### src/acd_consts.vh
`ifndef ACD_CONSTS_VH
`define ACD_CONSTS_VH
// register addresses, 13-bit serial address space
`define ACD_ADDR_PORT 13'h0000
`define ACD_ADDR_ID 13'h0001
`define ACD_ADDR_GRADE 13'h0002
`define ACD_ADDR_POWER 13'h0008
`define ACD_ADDR_MULT_EN 13'h0009
`define ACD_ADDR_MULT 13'h000a
`define ACD_ADDR_BW 13'h000f
`define ACD_ADDR_OUT_FMT 13'h0014
`define ACD_ADDR_DRIVE 13'h0015
`define ACD_ADDR_DCLK 13'h0016
`define ACD_ADDR_REF 13'h0018
`define ACD_ADDR_RATE 13'h0101
`define ACD_ADDR_OVR 13'h0111
// field positions
`define ACD_BIT_ORDER_HI 6
`define ACD_BIT_ORDER_LO 1
`define ACD_DEF_RESTORE_HI 5
`define ACD_DEF_RESTORE_LO 2
`define ACD_MULT_EN_BIT 2
`define ACD_LOCK_BIT 7
`define ACD_AUTOBAND_BIT 6
`define ACD_VSTD_BIT 7
`define ACD_INTERLEAVE_BIT 5
`define ACD_TRISTATE_BIT 4
`define ACD_INVERT_BIT 2
`define ACD_DCLK_INV_BIT 7
`define ACD_EXT_REF_BIT 6
`define ACD_LF_RESET_BIT 7
`define ACD_OR_MODE_BIT 6
// reset values
`define ACD_DRIVE_LOW_RST 2'h2
`define ACD_GRADE_CODE 2'h0
`define ACD_DEVICE_IDENTIFIER_DEFAULT 8'h5a
// serial framing counts
`define ACD_INSTR_LAST 4'hf
`define ACD_BYTE_LAST 4'h7
// overrange limits on offset-binary samples
`define ACD_DIGITAL_TRIP 16'h7fff
`define ACD_THRESH_FILL 10'h000
`endif

### src/acd_reg_bank.v
`timescale 1ns/1ns
`default_nettype none
`include "acd_consts.vh"
// What this block does
// mirrored bit selects msb or lsb first
// default restore keeps port and multiplier registers
// read-only grade field, zero means widest
// two-bit power state, resets to normal
// multiplier enable, autoband and ratio, zero default
// lock status readable in multiplier register
// interleave merges both channels on bus
// tristate bit floats data outputs
// invert bit flips every data bit
// two drive fields, low supply resets two
// external reference select, default internal
// six-bit output rate field, zero default
// top bit routes loop reset to overrange
// coding: offset, twos complement, gray, offset
// bandwidth codes select 10, 5, 2.5, 10
// threshold mode compares raw channel A sample against threshold
// every register readable serially, writable except ID and grade
module acd_reg_bank #(
  parameter [7:0] DEVICE_IDENTIFIER = `ACD_DEVICE_IDENTIFIER_DEFAULT // arbitrary value
) (
  input wire i_clk,
  input wire i_nrst,
  input wire i_sclk,
  input wire i_chip_select_n,
  input wire i_sdio,
  output wire o_sdio,
  output wire o_sdio_oe,
  input wire i_multiplier_locked,
  input wire [15:0] i_sample_a,
  input wire [15:0] i_sample_b,
  input wire i_sample_valid,
  input wire i_analog_trip,
  input wire i_loop_reset,
  output wire [15:0] o_data,
  output wire o_data_oe,
  output wire o_data_valid,
  output wire o_overrange,
  output wire [1:0] o_power_state_select,
  output wire o_clock_multiplier_enable,
  output wire o_multiplier_autoband,
  output wire [5:0] o_multiplier_ratio,
  output wire [1:0] o_bandwidth_select,
  output wire o_output_voltage_standard,
  output wire [1:0] o_drive_strength_high_supply,
  output wire [1:0] o_drive_strength_low_supply,
  output wire o_data_clock_invert,
  output wire o_external_voltage_ref_select,
  output wire [5:0] o_output_rate_select
);
  ////////////////////////////////////////////////////////////////////////
  // serial engine state
  reg sclk_d_reg;
  reg in_data_reg;
  reg rw_reg;
  reg [3:0] cnt_reg;
  reg [15:0] shift_reg;
  reg [12:0] addr_reg;
  reg sdio_out_reg;
  reg sdio_oe_reg;
  reg wr_pulse_reg;
  reg [12:0] wr_addr_reg;
  reg [7:0] wr_data_reg;
  reg restore_reg;
  // register fields
  reg bit_order_select_reg;
  reg [1:0] power_state_select_reg;
  reg clock_multiplier_enable_reg;
  reg multiplier_autoband_reg;
  reg [5:0] multiplier_ratio_reg;
  reg multiplier_lock_flag_reg;
  reg [1:0] bandwidth_select_reg;
  reg output_voltage_standard_reg;
  reg interleave_reg;
  reg output_tristate_reg;
  reg output_bit_invert_reg;
  reg [1:0] coding_reg;
  reg [1:0] drive_high_reg;
  reg [1:0] drive_low_reg;
  reg data_clock_invert_reg;
  reg ext_ref_reg;
  reg [5:0] output_rate_reg;
  reg lf_reset_enable_reg;
  reg overrange_mode_reg;
  reg [5:0] overrange_threshold_reg;
  // combinational helpers
  wire sclk_rise;
  wire sclk_fall;
  wire [15:0] shift_next;
  wire [7:0] byte_in;
  wire [2:0] tx_index;
  reg [7:0] read_data;

  ////////////////////////////////////////////////////////////////////////
  // edges of the shift clock, sampled on the core clock
  assign sclk_rise = i_sclk & ~sclk_d_reg;
  assign sclk_fall = ~i_sclk & sclk_d_reg;
  // msb first shifts left, lsb first shifts right
  assign shift_next = bit_order_select_reg ?
    {i_sdio, shift_reg[15:1]} : {shift_reg[14:0], i_sdio};
  assign byte_in = bit_order_select_reg ?
    shift_next[15:8] : shift_next[7:0];
  assign tx_index = bit_order_select_reg ?
    cnt_reg[2:0] : 3'h7 - cnt_reg[2:0];

  ////////////////////////////////////////////////////////////////////////
  // frame handling: 16-bit instruction, then streamed bytes
  always @(posedge i_clk or negedge i_nrst) begin
    if (!i_nrst) begin
      sclk_d_reg <= 1'b0;
      in_data_reg <= 1'b0;
      rw_reg <= 1'b0;
      cnt_reg <= 4'h0;
      shift_reg <= 16'h0000;
      addr_reg <= 13'h0000;
      sdio_out_reg <= 1'b0;
      sdio_oe_reg <= 1'b0;
      wr_pulse_reg <= 1'b0;
      wr_addr_reg <= 13'h0000;
      wr_data_reg <= 8'h00;
    end else begin
      sclk_d_reg <= i_sclk;
      wr_pulse_reg <= 1'b0;
      if (i_chip_select_n) begin
        // deselect aborts the frame and releases the data pin
        in_data_reg <= 1'b0;
        cnt_reg <= 4'h0;
        sdio_oe_reg <= 1'b0;
      end else if (sclk_rise) begin
        shift_reg <= shift_next;
        if (!in_data_reg) begin
          if (cnt_reg == `ACD_INSTR_LAST) begin
            in_data_reg <= 1'b1;
            cnt_reg <= 4'h0;
            rw_reg <= shift_next[15];
            addr_reg <= shift_next[12:0];
          end else begin
            cnt_reg <= cnt_reg + 4'h1;
          end
        end else if (cnt_reg == `ACD_BYTE_LAST) begin
          cnt_reg <= 4'h0;
          addr_reg <= addr_reg + 13'h0001;
          if (!rw_reg) begin
            wr_pulse_reg <= 1'b1;
            wr_addr_reg <= addr_reg;
            wr_data_reg <= byte_in;
          end
        end else begin
          cnt_reg <= cnt_reg + 4'h1;
        end
      end else if (sclk_fall && in_data_reg && rw_reg) begin
        // read data changes on the falling edge
        sdio_oe_reg <= 1'b1;
        sdio_out_reg <= read_data[tx_index];
      end
    end
  end

  ////////////////////////////////////////////////////////////////////////
  // readback multiplexer, unmapped addresses read zero
  always @* begin
    case (addr_reg)
      `ACD_ADDR_PORT: read_data = {1'b0, bit_order_select_reg, 1'b0,
        2'b11, 1'b0, bit_order_select_reg, 1'b0};
      `ACD_ADDR_ID: read_data = DEVICE_IDENTIFIER;
      `ACD_ADDR_GRADE: read_data = {2'b00, `ACD_GRADE_CODE, 4'h0};
      `ACD_ADDR_POWER: read_data = {6'h00, power_state_select_reg};
      `ACD_ADDR_MULT_EN:
        read_data = {5'h00, clock_multiplier_enable_reg, 2'b00};
      `ACD_ADDR_MULT: read_data = {multiplier_lock_flag_reg,
        multiplier_autoband_reg, multiplier_ratio_reg};
      `ACD_ADDR_BW: read_data = {1'b0, bandwidth_select_reg, 5'h00};
      `ACD_ADDR_OUT_FMT: read_data = {output_voltage_standard_reg, 1'b0,
        interleave_reg, output_tristate_reg, 1'b0,
        output_bit_invert_reg, coding_reg};
      `ACD_ADDR_DRIVE: read_data = {4'h0, drive_high_reg, drive_low_reg};
      `ACD_ADDR_DCLK: read_data = {data_clock_invert_reg, 7'h00};
      `ACD_ADDR_REF: read_data = {1'b0, ext_ref_reg, 6'h00};
      `ACD_ADDR_RATE: read_data = {2'b00, output_rate_reg};
      `ACD_ADDR_OVR: read_data = {lf_reset_enable_reg,
        overrange_mode_reg, overrange_threshold_reg};
      default: read_data = 8'h00;
    endcase
  end

  ////////////////////////////////////////////////////////////////////////
  // registers kept through a default restore
  always @(posedge i_clk or negedge i_nrst) begin
    if (!i_nrst) begin
      bit_order_select_reg <= 1'b0;
      clock_multiplier_enable_reg <= 1'b0;
      multiplier_autoband_reg <= 1'b0;
      multiplier_ratio_reg <= 6'h00;
      multiplier_lock_flag_reg <= 1'b0;
      restore_reg <= 1'b0;
    end else begin
      // lock only reported while the multiplier runs
      multiplier_lock_flag_reg <=
        clock_multiplier_enable_reg & i_multiplier_locked;
      restore_reg <= 1'b0;
      if (wr_pulse_reg) begin
        case (wr_addr_reg)
          `ACD_ADDR_PORT: begin
            bit_order_select_reg <= wr_data_reg[`ACD_BIT_ORDER_HI] |
              wr_data_reg[`ACD_BIT_ORDER_LO];
            restore_reg <= wr_data_reg[`ACD_DEF_RESTORE_HI] |
              wr_data_reg[`ACD_DEF_RESTORE_LO];
          end
          `ACD_ADDR_MULT_EN: clock_multiplier_enable_reg <=
            wr_data_reg[`ACD_MULT_EN_BIT];
          `ACD_ADDR_MULT: begin
            multiplier_autoband_reg <= wr_data_reg[`ACD_AUTOBAND_BIT];
            multiplier_ratio_reg <= wr_data_reg[5:0];
          end
          default: restore_reg <= 1'b0;
        endcase
      end
    end
  end

  ////////////////////////////////////////////////////////////////////////
  // registers returned to defaults by reset or default restore
  always @(posedge i_clk or negedge i_nrst) begin
    if (!i_nrst) begin
      power_state_select_reg <= 2'h0;
      bandwidth_select_reg <= 2'h0;
      output_voltage_standard_reg <= 1'b0;
      interleave_reg <= 1'b0;
      output_tristate_reg <= 1'b0;
      output_bit_invert_reg <= 1'b0;
      coding_reg <= 2'h0;
      drive_high_reg <= 2'h0;
      drive_low_reg <= `ACD_DRIVE_LOW_RST;
      data_clock_invert_reg <= 1'b0;
      ext_ref_reg <= 1'b0;
      output_rate_reg <= 6'h00;
      lf_reset_enable_reg <= 1'b0;
      overrange_mode_reg <= 1'b0;
      overrange_threshold_reg <= 6'h00;
    end else if (restore_reg) begin
      power_state_select_reg <= 2'h0;
      bandwidth_select_reg <= 2'h0;
      output_voltage_standard_reg <= 1'b0;
      interleave_reg <= 1'b0;
      output_tristate_reg <= 1'b0;
      output_bit_invert_reg <= 1'b0;
      coding_reg <= 2'h0;
      drive_high_reg <= 2'h0;
      drive_low_reg <= `ACD_DRIVE_LOW_RST;
      data_clock_invert_reg <= 1'b0;
      ext_ref_reg <= 1'b0;
      output_rate_reg <= 6'h00;
      lf_reset_enable_reg <= 1'b0;
      overrange_mode_reg <= 1'b0;
      overrange_threshold_reg <= 6'h00;
    end else if (wr_pulse_reg) begin
      case (wr_addr_reg)
        `ACD_ADDR_POWER: power_state_select_reg <= wr_data_reg[1:0];
        `ACD_ADDR_BW: bandwidth_select_reg <= wr_data_reg[6:5];
        `ACD_ADDR_OUT_FMT: begin
          output_voltage_standard_reg <= wr_data_reg[`ACD_VSTD_BIT];
          interleave_reg <= wr_data_reg[`ACD_INTERLEAVE_BIT];
          output_tristate_reg <= wr_data_reg[`ACD_TRISTATE_BIT];
          output_bit_invert_reg <= wr_data_reg[`ACD_INVERT_BIT];
          coding_reg <= wr_data_reg[1:0];
        end
        `ACD_ADDR_DRIVE: begin
          drive_high_reg <= wr_data_reg[3:2];
          drive_low_reg <= wr_data_reg[1:0];
        end
        `ACD_ADDR_DCLK:
          data_clock_invert_reg <= wr_data_reg[`ACD_DCLK_INV_BIT];
        `ACD_ADDR_REF: ext_ref_reg <= wr_data_reg[`ACD_EXT_REF_BIT];
        `ACD_ADDR_RATE: output_rate_reg <= wr_data_reg[5:0];
        `ACD_ADDR_OVR: begin
          lf_reset_enable_reg <= wr_data_reg[`ACD_LF_RESET_BIT];
          overrange_mode_reg <= wr_data_reg[`ACD_OR_MODE_BIT];
          overrange_threshold_reg <= wr_data_reg[5:0];
        end
        default: output_rate_reg <= output_rate_reg;
      endcase
    end
  end

  ////////////////////////////////////////////////////////////////////////
  // output data formatting
  acd_data_path u_data_path (
    .i_clk(i_clk),
    .i_nrst(i_nrst),
    .i_sample_a(i_sample_a),
    .i_sample_b(i_sample_b),
    .i_sample_valid(i_sample_valid),
    .i_coding(coding_reg),
    .i_invert(output_bit_invert_reg),
    .i_tristate(output_tristate_reg),
    .i_interleave(interleave_reg),
    .o_data(o_data),
    .o_data_oe(o_data_oe),
    .o_data_valid(o_data_valid)
  );

  // overrange indication
  acd_overrange u_overrange (
    .i_clk(i_clk),
    .i_nrst(i_nrst),
    .i_sample(i_sample_a),
    .i_sample_valid(i_sample_valid),
    .i_analog_trip(i_analog_trip),
    .i_loop_reset(i_loop_reset),
    .i_lf_reset_enable(lf_reset_enable_reg),
    .i_full_mode(overrange_mode_reg),
    .i_threshold(overrange_threshold_reg),
    .o_overrange(o_overrange)
  );

  ////////////////////////////////////////////////////////////////////////
  // serial pin and control outputs straight from their registers
  assign o_sdio = sdio_out_reg;
  assign o_sdio_oe = sdio_oe_reg;
  assign o_power_state_select = power_state_select_reg;
  assign o_clock_multiplier_enable = clock_multiplier_enable_reg;
  assign o_multiplier_autoband = multiplier_autoband_reg;
  assign o_multiplier_ratio = multiplier_ratio_reg;
  assign o_bandwidth_select = bandwidth_select_reg;
  assign o_output_voltage_standard = output_voltage_standard_reg;
  assign o_drive_strength_high_supply = drive_high_reg;
  assign o_drive_strength_low_supply = drive_low_reg;
  assign o_data_clock_invert = data_clock_invert_reg;
  assign o_external_voltage_ref_select = ext_ref_reg;
  assign o_output_rate_select = output_rate_reg;
endmodule // acd_reg_bank
`default_nettype wire

### src/acd_data_path.v
`timescale 1ns/1ns
`default_nettype none
`include "acd_consts.vh"
module acd_data_path (
  input wire i_clk,
  input wire i_nrst,
  input wire [15:0] i_sample_a,
  input wire [15:0] i_sample_b,
  input wire i_sample_valid,
  input wire [1:0] i_coding,
  input wire i_invert,
  input wire i_tristate,
  input wire i_interleave,
  output reg [15:0] o_data,
  output reg o_data_oe,
  output reg o_data_valid
);
  reg chan_b_reg;
  wire [15:0] pick;
  ////////////////////////////////////////////////////////////////////////
  // convert offset binary to the selected coding
  function [15:0] encode;
    input [15:0] s;
    input [1:0] c;
    begin
      case (c)
        2'h1: encode = {~s[15], s[14:0]};
        2'h2: encode = s ^ {1'b0, s[15:1]};
        default: encode = s;
      endcase
    end
  endfunction
  // channel choice alternates per sample when merged
  assign pick = (i_interleave && chan_b_reg) ? i_sample_b : i_sample_a;
  ////////////////////////////////////////////////////////////////////////
  // output register with invert and tristate
  always @(posedge i_clk or negedge i_nrst) begin
    if (!i_nrst) begin
      o_data <= 16'h0000;
      o_data_oe <= 1'b0;
      o_data_valid <= 1'b0;
      chan_b_reg <= 1'b0;
    end else begin
      o_data_oe <= ~i_tristate;
      o_data_valid <= i_sample_valid;
      if (i_sample_valid) begin
        chan_b_reg <= i_interleave & ~chan_b_reg;
        if (i_invert) begin
          o_data <= ~encode(pick, i_coding);
        end else begin
          o_data <= encode(pick, i_coding);
        end
      end
    end
  end
endmodule // acd_data_path
`default_nettype wire

### src/acd_overrange.v
`timescale 1ns/1ns
`default_nettype none
`include "acd_consts.vh"
module acd_overrange (
  input wire i_clk,
  input wire i_nrst,
  input wire [15:0] i_sample,
  input wire i_sample_valid,
  input wire i_analog_trip,
  input wire i_loop_reset,
  input wire i_lf_reset_enable,
  input wire i_full_mode,
  input wire [5:0] i_threshold,
  output reg o_overrange
);
  wire digital_trip;
  wire thresh_trip;
  reg level;
  // digital comparisons on the raw sample
  assign digital_trip = i_sample > `ACD_DIGITAL_TRIP;
  assign thresh_trip = i_sample > {i_threshold, `ACD_THRESH_FILL};
  ////////////////////////////////////////////////////////////////////////
  // mode select for the indicator
  always @* begin
    if (i_full_mode) begin
      level = i_analog_trip | digital_trip;
    end else if (i_threshold == 6'h00) begin
      level = digital_trip;
    end else begin
      level = thresh_trip;
    end
  end
  always @(posedge i_clk or negedge i_nrst) begin
    if (!i_nrst) begin
      o_overrange <= 1'b0;
    end else if (i_lf_reset_enable && i_loop_reset) begin
      o_overrange <= 1'b1;
    end else if (i_sample_valid) begin
      o_overrange <= level;
    end
  end
endmodule // acd_overrange
`default_nettype wire

### config.mk
export PLATFORM = sky130hd
export DESIGN_NAME = acd_reg_bank
export DESIGN_NICKNAME = d
export VERILOG_FILES = /design/src/acd_reg_bank.v /design/src/acd_data_path.v /design/src/acd_overrange.v
export VERILOG_INCLUDE_DIRS = /design/src
export SDC_FILE = /design/constraint.sdc
export NUM_CORES = 1
export LEC_CHECK = 0
export ABC_CLOCK_PERIOD_IN_PS = 2290
export BUFFER_PORTS_ARGS = -buffer_cell sky130_fd_sc_hd__buf_2
export CAP_MARGIN = 5
export CORE_MARGIN = 4
export CORE_UTILIZATION = 35
export CTS_BUF_LIST = sky130_fd_sc_hd__clkbuf_4 sky130_fd_sc_hd__clkbuf_8
export CTS_CLUSTER_SIZE = 40
export DETAILED_ROUTE_END_ITERATION = 10
export PLACE_DENSITY = 0.59
export SYNTH_ARGS = -nofsm -noshare
export SYNTH_HDL_FRONTEND = slang
export SYNTH_SLANG_ARGS = --single-unit
### constraint.sdc
create_clock -name i_clk -period 2.29 [get_ports i_clk]
set_input_delay 0.458 -clock i_clk [delete_from_list [all_inputs] [get_ports i_clk]]
set_output_delay 0.458 -clock i_clk [all_outputs]
set_load 0.05 [all_outputs]
Word-level counts from Yosys, hierarchy flattened
Cells that the tools add are included.
Operators by class
  add/sub/neg operators: 3
  order comparisons: 3
  eq/ne operators: 27
  multiplexer cells: 82
  bitwise gates (word level): 18
  reductions and logical operators: 37
Operators with widths (number)
  $eq 13x4->1 const B: 8
  $eq 13x5->1 const B: 8
  $pmux 8 s12: 1
  $mux 16: 5
  $eq 13x9->1 const B: 4
  $mux 1: 43
  $mux 13: 3
  $mux 6: 6
  $pmux 16 s2: 1
  $mux 2: 15
  $logic_not 13->1: 2
  $reduce_and 2->1: 13
  $reduce_bool 2->1: 13
  $mux 4: 5
  $gt 16x15->1 const B: 1
  $gt 16x16->1: 1
  $not 16->16: 1
  $xor 16x15->16: 1
  $add 13x1->13 const B: 1
  $eq 13x1->1 const B: 1
  $not 1->1: 9
  $mux 8: 1
  $reduce_and 4->1: 2
  $logic_not 6->1: 1
  16 further kinds: 24
Storage, ports and cells
  register bits after elaboration: 121
  input port bits: 41
  output and inout bits: 46

Depth between registers and ports, before layout
Gate-level depths: netlist (run 1).
  depth after elaboration: 8
  gate-level depth with buffers: 10
  gate-level depth less buffers: 9

By module
From an unflattened synthesis (run 1), not the netlist that was laid out.
Unflattened totals
  cells, all modules: 815
  area, all modules: 7785.0 sq um
By module, submodules not included
  acd_reg_bank: times used 1, cells each 539, area each 5326.4 sq um, seq. area each 2528.7 sq um
  acd_data_path: times used 1, cells each 242, area each 2202.1 sq um, seq. area each 475.5 sq um
  acd_overrange: times used 1, cells each 34, area each 256.5 sq um, seq. area each 25.0 sq um

Least setup slack after synthesis (run 1)
No wires, ideal clock.
  kind: register -> register
  start point: register addr_reg[1]
  end point: register sdio_out_reg (netlist: o_sdio)
  setup time: 0.092 ns
  arrival: 2.006 ns
  required time: 2.198 ns
  setup slack: 0.192 ns
  cell stages (with the launch flop): 11
  buffers on the path: 1
  period minus slack after synthesis: 2.098 ns
  cell sequence: dfrtp_1 inv_1 ha_1 clkbuf_2 nor4bb_1 nand3_1 o221ai_1 a311oi_1 nor3_1 o22ai_1 o31ai_2
Between the ends
  cells in the longest elaborated chain, start to end: 4
RTL lines
  start: declaration: line acd_reg_bank.v:61  | reg [12:0] addr_reg;
  start signal: assignment: line acd_reg_bank.v:139  | addr_reg <= shift_next[12:0];
  start signal: assignment: line acd_reg_bank.v:145  | addr_reg <= addr_reg + 13'h0001;
  $eq 13x9->1 (tied with other cells): line acd_reg_bank.v:165  | case (addr_reg)
  $pmux 8 s12 *: line acd_reg_bank.v:165
  $bmux 1 s3 *: line acd_reg_bank.v:157  | sdio_out_reg <= read_data[tx_index];
  $mux 1 (implied by the code) *: line acd_reg_bank.v:157
  end signal: assignment: line acd_reg_bank.v:157
  end: declaration: line acd_reg_bank.v:62  | reg sdio_out_reg;
Every way passes the cells marked *; elsewhere a longest branch is shown, timed or not. The select of a mux whose other input is x is not followed.
A chain may end at the register's enable or synchronous reset.

Worst setup path after layout (run 1)
  start point: register wr_addr_reg[5]
  end point: register multiplier_autoband_reg (netlist: o_multiplier_autoband)
Between the ends
  cells in the longest elaborated chain, start to end: 2
RTL lines
  start: declaration: line acd_reg_bank.v:65  | reg [12:0] wr_addr_reg;
  start signal: assignment: line acd_reg_bank.v:148  | wr_addr_reg <= addr_reg;
  $eq 13x4->1: line acd_reg_bank.v:205  | case (wr_addr_reg)
  $reduce_and 2->1 (no source line)
  end signal: assignment: line acd_reg_bank.v:215  | multiplier_autoband_reg <= wr_data_reg[`ACD_AUTOBAND_BIT];
  end: declaration: line acd_reg_bank.v:72  | reg multiplier_autoband_reg;
Every way passes these cells.

==> run_results.csv, run 1 <==
group,metric,value,unit
place,dpl.hpwl,13850,um
clock_tree,cts_root_buf,"clkbuf_8",
floorplanning,core.rowCount,51,
timing,setup_violations,0,
synthesis,synth_top_area_cell,"dfrtp_1",
floorplanning,pin_count,87,
route,wire_per_inst,17.11,um
synthesis,yosys_warnings,0,
synthesis,netlist.area_leader.share,42.91,%
route,vias,5561,
timing,fin_skew,0.01490,ns
synthesis,ys_seq_elements,121,
timing,max_freq,463.5,MHz
critical_path,crit_arrival,2.49,ns
clock_tree,clk_pin_slew,0.08,ns
floorplanning,core,0.01959,mm2
power_and_ir_drop,vdd_drop_max,447.3,uV
finish,n_antenna_cell,0,
clock_tree,clk_path_buf_depth,2,
synthesis,synth-seq-area-share,43.29,%
synthesis,avgSynthCellArea,9.898,um2
place,gp_congestion,0.8824,
finish,multi_input_area,0.003722,mm2
timing,max_slew.worst_pin.slew,0.5889,ns
timing,period_share,94.21,%
synthesis,ys_top_cells_by_area,"dfrtp_1, mux2i_1, mux2_2",
floorplanning,start_util,35.72,%
grt,antenna_found_initial,0,
route,drc,0,
critical_path,crit_path_end_kind,"register",
place,placed_area,0.007848,mm2
place,io_buffers,86,
critical_path,criticalPathCategory,"reg -> reg",
synthesis,synth_ff_type,"dfrtp_1",
grt,grt_usage,16.95,%
route,first_iter_violations,228,
finish,regArea,0.003029,mm2
grt,grt_pass1_wl,29520,um
synthesis,synth_most_common_cell,"dfrtp_1",
critical_path,critPathRequiredTime,2.63,ns
timing,grt_setup_unrepaired,"true",
power_and_ir_drop,p_per_area,603.5,mW/mm2
synthesis,synth_cells,707,
power_and_ir_drop,leakage,3.939,nW
grt,grt_start_max_net_pins,53,
critical_path,cp_max_fo,6,
timing,post-route-min-period,2.157,ns
clock_tree,insertion_delay,0.45,ns
finish,nNetsFinal,860,
clock_tree,cts_tree,"yes",
timing,slew_viol_final,0,
finish,design_area,0.008257,mm2
power_and_ir_drop,total_power,0.004983,W
floorplanning,die_area,0.02232,mm2
clock_tree,htree_num_levels,4,
synthesis,synth_cell_types,61,
outcome,status,"finished, final reports clean",
finish,n_fill_cell,1963,
finish,syn_to_final_growth,17.99,%
worst_hold_path,hold_path_class,"in -> reg",
floorplanning,die_h,149.4,um
finish,drive_above_1_share,26.62,%
synthesis,syn_area,0.006998,mm2
synthesis,syn_nets,761,
synthesis,asyncSetResetFlopFracSynth,100.0,%
route,drt_wl_total,18550,um
grt,first_global_vias,5286,
synthesis,synth-edff-count,0,
timing,finalHoldViolCount,0,
timing,maxSlewHeadroom,60.74,%
critical_path,start_kind,"register",
clock_tree,numCtsBuffers,17,
finish,utilization,42.15,%
route,via_per_inst,5.130,
flow_run,drv_cap,0,
clock_tree,cts_sinks,121,
route,antenna_left,0,
grt,grt_overflow,0,
synthesis,synthTopCellsByCount,"dfrtp_1, nor2_1, mux2i_1, a21oi_1, mux2_2",
floorplanning,die_w,149.4,um
route,drt_pass1_iterations,5,
## layer usage
metal / track usage (%) / routed length [um] / vias to the layer above / share of wire (%)
met5: 0 / 0 / - / 0
met4: 5.034 / 311 / 0 / 1.7
met3: 3.707 / 949 / 21 / 5.1
met2: 27.62 / 8947 / 127 / 48
met1: 22.71 / 8343 / 2691 / 45
li1: - / - / 2722 / -
## path summary, 6_finish.rpt
path | from | to | slack, ns | cells after the start
max | wr_addr_reg[5]$_DFFE_PN0P_ | o_multiplier_autoband$_DFFE_PN0P_ | 0.13 | 7
max reg2reg | wr_addr_reg[5]$_DFFE_PN0P_ | o_multiplier_autoband$_DFFE_PN0P_ | 0.13 | 7
min reg2reg | output_tristate_reg$_DFFE_PN0P_ | u_data_path.o_data_oe$_DFF_PN0_ | 0.48 | 1
min in group asynchronous | i_nrst | o_output_voltage_standard$_DFFE_PN0P_ | 0.51 | 2
max in group asynchronous | i_nrst | shift_reg[2]$_DFFE_PN0P_ | 1.15 | 3
min | i_sclk | sclk_d_reg$_DFF_PN0_ | 0.15 | 1
## area by class of cell
cell class	instances	share of cell area, %
Clock buffer	17	2.834
Tap cell	265	4.016
Clock inverter	15	1.561
Inverter	18	0.8183
Multi-Input combinational cell	526	45.08
Timing Repair Buffer	122	9.001
Sequential cell	121	36.69
## worst max-delay path, stage by stage (launching register included)
cell,delay [ns]
dfrtp_1,0.40
nor4_1,0.37
buf_4,0.19
and4bb_2,0.23
nand2b_1,0.12
nor3b_4,0.22
buf_4,0.18
mux2_2,0.33
## power breakdown
part | leakage, nW | total, W | internal (W) | switching, W
clock network | 0.178 | 0.00178 | 0.000852 | 0.000929
registers | 1.56 | 0.00242 | 0.00228 | 0.000141
logic | 2.20 | 0.000779 | 0.000313 | 0.000466
## cells in the final DEF, fill, tap and decap left out, drive strengths merged, types with 7 or more instances in the layout
cell / Yosys / layout
inv: 18 / 19
nand2b: 24 / 24
clkbuf: 34 / 17
buf: 8 / 121
xnor2: 18 / 18
nor4: 10 / 10
and3: 9 / 9
nor3: 11 / 11
a21o: 7 / 7
ha: 13 / 13
o21ai: 21 / 21
mux2i: 75 / 75
nor2: 83 / 83
clkinv: 0 / 9
mux2: 44 / 44
a21oi: 67 / 67
nand3: 25 / 25
nor2b: 14 / 14
nand2: 34 / 34
dfrtp: 120 / 120
o22ai: 12 / 12
## repair_timing
item | CTS | global route
setup buffers | 0 | 1
gates resized for setup | 0 | 5
setup endpoints to repair | 0 | 8
hold buffers | 1 | 0
endpoints found under the hold margin | 28 | 0
## through the flow
step	hold slack (ns)	cells	worst slack (ns)	setup TNS, ns
2_1_floorplan	0.1624	707	0.1925	0
5_1_grt	0.1238	1084	-0.06679	-0.06679
6_report	0.1485	1084	0.1327	0
3_3_place_gp	0.4281	1050	0.09485	0
4_1_cts	0.1298	1083	0.06941	0
3_5_place_dp	0.4255	1050	0.07314	0
## cell families (layout without fill, tap and decap cells)
kind of cell,after synthesis,count (layout),share of synthesized area (%)
xor gates and xnor gates,20,20,2.503
and+or+nand+nor,233,233,17.59
buffers and inverters,60,172,4.148
muxes,119,119,17.99
AOI/OAI and AO/OA,141,141,12.16
adders and majority gates,13,13,2.324
DFF,121,121,43.29
No activity file was read; power rests on OpenSTA's default activity.
==> run 2: changes to the inputs <==
--- a/config.mk
+++ b/config.mk
@@ -6,7 +6,7 @@
 export SDC_FILE = /design/constraint.sdc
 export NUM_CORES = 1
 export LEC_CHECK = 0
-export ABC_CLOCK_PERIOD_IN_PS = 2290
+export ABC_CLOCK_PERIOD_IN_PS = 1970
 export BUFFER_PORTS_ARGS = -buffer_cell sky130_fd_sc_hd__buf_2
 export CAP_MARGIN = 5
 export CORE_MARGIN = 4
@@ -14,7 +14,7 @@
 export CTS_BUF_LIST = sky130_fd_sc_hd__clkbuf_4 sky130_fd_sc_hd__clkbuf_8
 export CTS_CLUSTER_SIZE = 40
 export DETAILED_ROUTE_END_ITERATION = 10
-export PLACE_DENSITY = 0.59
+export PLACE_DENSITY = 0.61
 export SYNTH_ARGS = -nofsm -noshare
 export SYNTH_HDL_FRONTEND = slang
 export SYNTH_SLANG_ARGS = --single-unit
==> constraint.sdc (replaced) <==
create_clock -name i_clk -period 1.97 [get_ports i_clk]
set_input_delay 0.394 -clock i_clk [delete_from_list [all_inputs] [get_ports i_clk]]
set_output_delay 0.394 -clock i_clk [all_outputs]
set_load 0.05 [all_outputs]
==> run_results.csv, run 2 (synthesis results as in run 1) <==
group,metric,value,unit
clock_tree,insertion_delay,0.45,ns
route,drc,0,
critical_path,max_stage_delay,0.38,ns
clock_tree,cts_root_buf,"clkbuf_8",
clock_tree,htree_num_levels,4,
clock_tree,clk_pin_slew,0.07,ns
timing,holdWs,0.1103,ns
critical_path,regToRegStartpoint,"wr_addr_reg[10]$_DFFE_PN0P_",
timing,period_share,104.3,%
floorplanning,die_area,0.02232,mm2
floorplanning,die_h,149.4,um
finish,final_common_cell,"dfrtp_1",
floorplanning,core,0.01959,mm2
grt,grt_overflow,0,
place,dp.cells,1104,
timing,finalWorstSetupSlack,-0.08454,ns
route,wire_per_inst,16.92,um
clock_tree,cts_tree,"yes",
timing,max_slew.worst_pin.slew,0.5054,ns
floorplanning,start_util,35.72,%
outcome,status,"finished with violations",
timing,max_freq,486.7,MHz
worst_hold_path,hold_path_class,"in -> reg",
grt,antenna_found_initial,0,
finish,design_area,0.009011,mm2
timing,grt_setup_unrepaired,"true",
finish,syn_to_final_growth,28.77,%
grt,grt_start_max_net_pins,73,
critical_path,critPathSlowestCell,"dfrtp_1",
finish,nNetsFinal,920,
place,gp_congestion,0.8510,
clock_tree,numCtsBuffers,17,
critical_path,r2r_setup_slack,-0.08,ns
route,via_per_inst,5.081,
critical_path,start_kind,"register",
flow_run,drv_cap,0,
floorplanning,die_w,149.4,um
critical_path,critPathRequiredTime,2.30,ns
timing,maxSlewHeadroom,66.31,%
power_and_ir_drop,leakage,4.309,nW
grt,grt_usage,17.50,%
finish,final_cell_mix,"dfrtp_1, buf_4, buf_2",
critical_path,criticalPathCategory,"reg -> reg",
power_and_ir_drop,p_per_area,721.0,mW/mm2
floorplanning,pin_count,87,
worst_hold_path,hold_path_depth,1,
floorplanning,core.rowCount,51,
critical_path,crit_path_end_kind,"register",
clock_tree,cts_sinks,121,
finish,final_cells,1144,
critical_path,crit_end,"o_multiplier_ratio[3]$_DFFE_PN0P_",
route,drt_wl_total,19350,um
route,antenna_left,0,
outcome,violations,"setup timing",
timing,slew_viol_final,0,
timing,finalHoldViolCount,0,
critical_path,path_cells,"nor4_1 -> nand2_1 -> and4bb_2 -> nand2b_4 -> nor3b_4 -> buf_6 -> mux2_4",
worst_hold_path,min_from,"i_sclk",
critical_path,reg2reg_depth,7,
route,drt_pass1_iterations,5,
route,first_iter_violations,268,
grt,grt_pass1_wl,30740,um
place,dpl.hpwl,14250,um
critical_path,crit_buf_inv,1,
place,io_buffers,86,
critical_path,r2r-end,"o_multiplier_ratio[3]$_DFFE_PN0P_",
finish,drive_above_1_share,34.13,%
power_and_ir_drop,vdd_drop_max,687.2,uV
finish,n_antenna_cell,0,
timing,setup_violations,8,
place,placed_area,0.008257,mm2
timing,fin_skew,0.01030,ns
critical_path,path_depth,7,
critical_path,cp_top_family,"simple AND/OR/NAND/NOR gates",
critical_path,crit_arrival,2.39,ns
timing,post-route-min-period,2.055,ns
grt,first_global_vias,5708,
critical_path,cp_max_fo,4,
critical_path,crit_start,"wr_addr_reg[10]$_DFFE_PN0P_",
clock_tree,clk_path_buf_depth,2,
route,vias,5813,
[run 2: changes by cell type in the layout (fill, tap and decap cells not counted), sizes merged]
cell	change
buf	+59
clkinv	-7
clkinvlp	-4
bufinv	+4
inv	-1
clkbuf	+9
[run 2: power breakdown]
| group | switching [W] | internal (W) | leakage [nW] |
|---|---|---|---|
| Clock | 0.00100 | 0.00172 | 0.250 |
| Combinational | 0.000555 | 0.000410 | 2.50 |
| Sequential | 0.000163 | 0.00265 | 1.56 |
[run 2: through the flow]
stage / TNS (ns) / util (%) / power (W) / worst slack [ns]
final: -0.5958 / 46.00 / 0.006497 / -0.08454
after global routing: -1.353 / 46.00 / 0.006807 / -0.2267
after CTS: -0.4015 / 45.03 / 0.006549 / -0.06972
after detailed placement: -1.180 / 42.15 / 0.003809 / -0.1018
after global placement: -0.6951 / 42.15 / 0.003797 / -0.07866
after floorplan: -0.01304 / - / 0.003430 / -0.01304
[run 2: how the worst min path moves through the flow]
stage / to / slack (ns)
CTS: sclk_d_reg$_DFF_PN0_ / 0.07
global route: sclk_d_reg$_DFF_PN0_ / 0.07
global placement: u_data_path.o_data_valid$_DFF_PN0_ / 0.20
finish: sclk_d_reg$_DFF_PN0_ / 0.11
detailed placement: u_data_path.o_data_valid$_DFF_PN0_ / 0.20
floorplan: addr_reg[0]$_DFFE_PN0P_ / 0.1
[run 2: layer usage]
metal	GRT usage (%)	routed length [um]	share of wire, %
met5	0	0	0
met4	4.302	244	1.3
met3	3.829	916	4.7
met2	28.87	9227	48
met1	23.52	8964	46
[run 2: final cells by class]
class                      instances  area, um2
fill                            1922      10580
multi-input combinational        526       3872
timing repair buffer             182       1224
sequential                       121       3030
clock inverter                     7      160.2
inverter                          18      67.56
tap                              265      331.6
clock buffer                      25      325.3
[run 2: what timing repair did]
item,in CTS,in global routing
cloned,0,2
buffers inserted,1,5
hold buffers,1,0
resized for setup,13,31
hold endpoints to repair,52,0
pin swaps,1,16
endpoints found under the setup margin,18,38
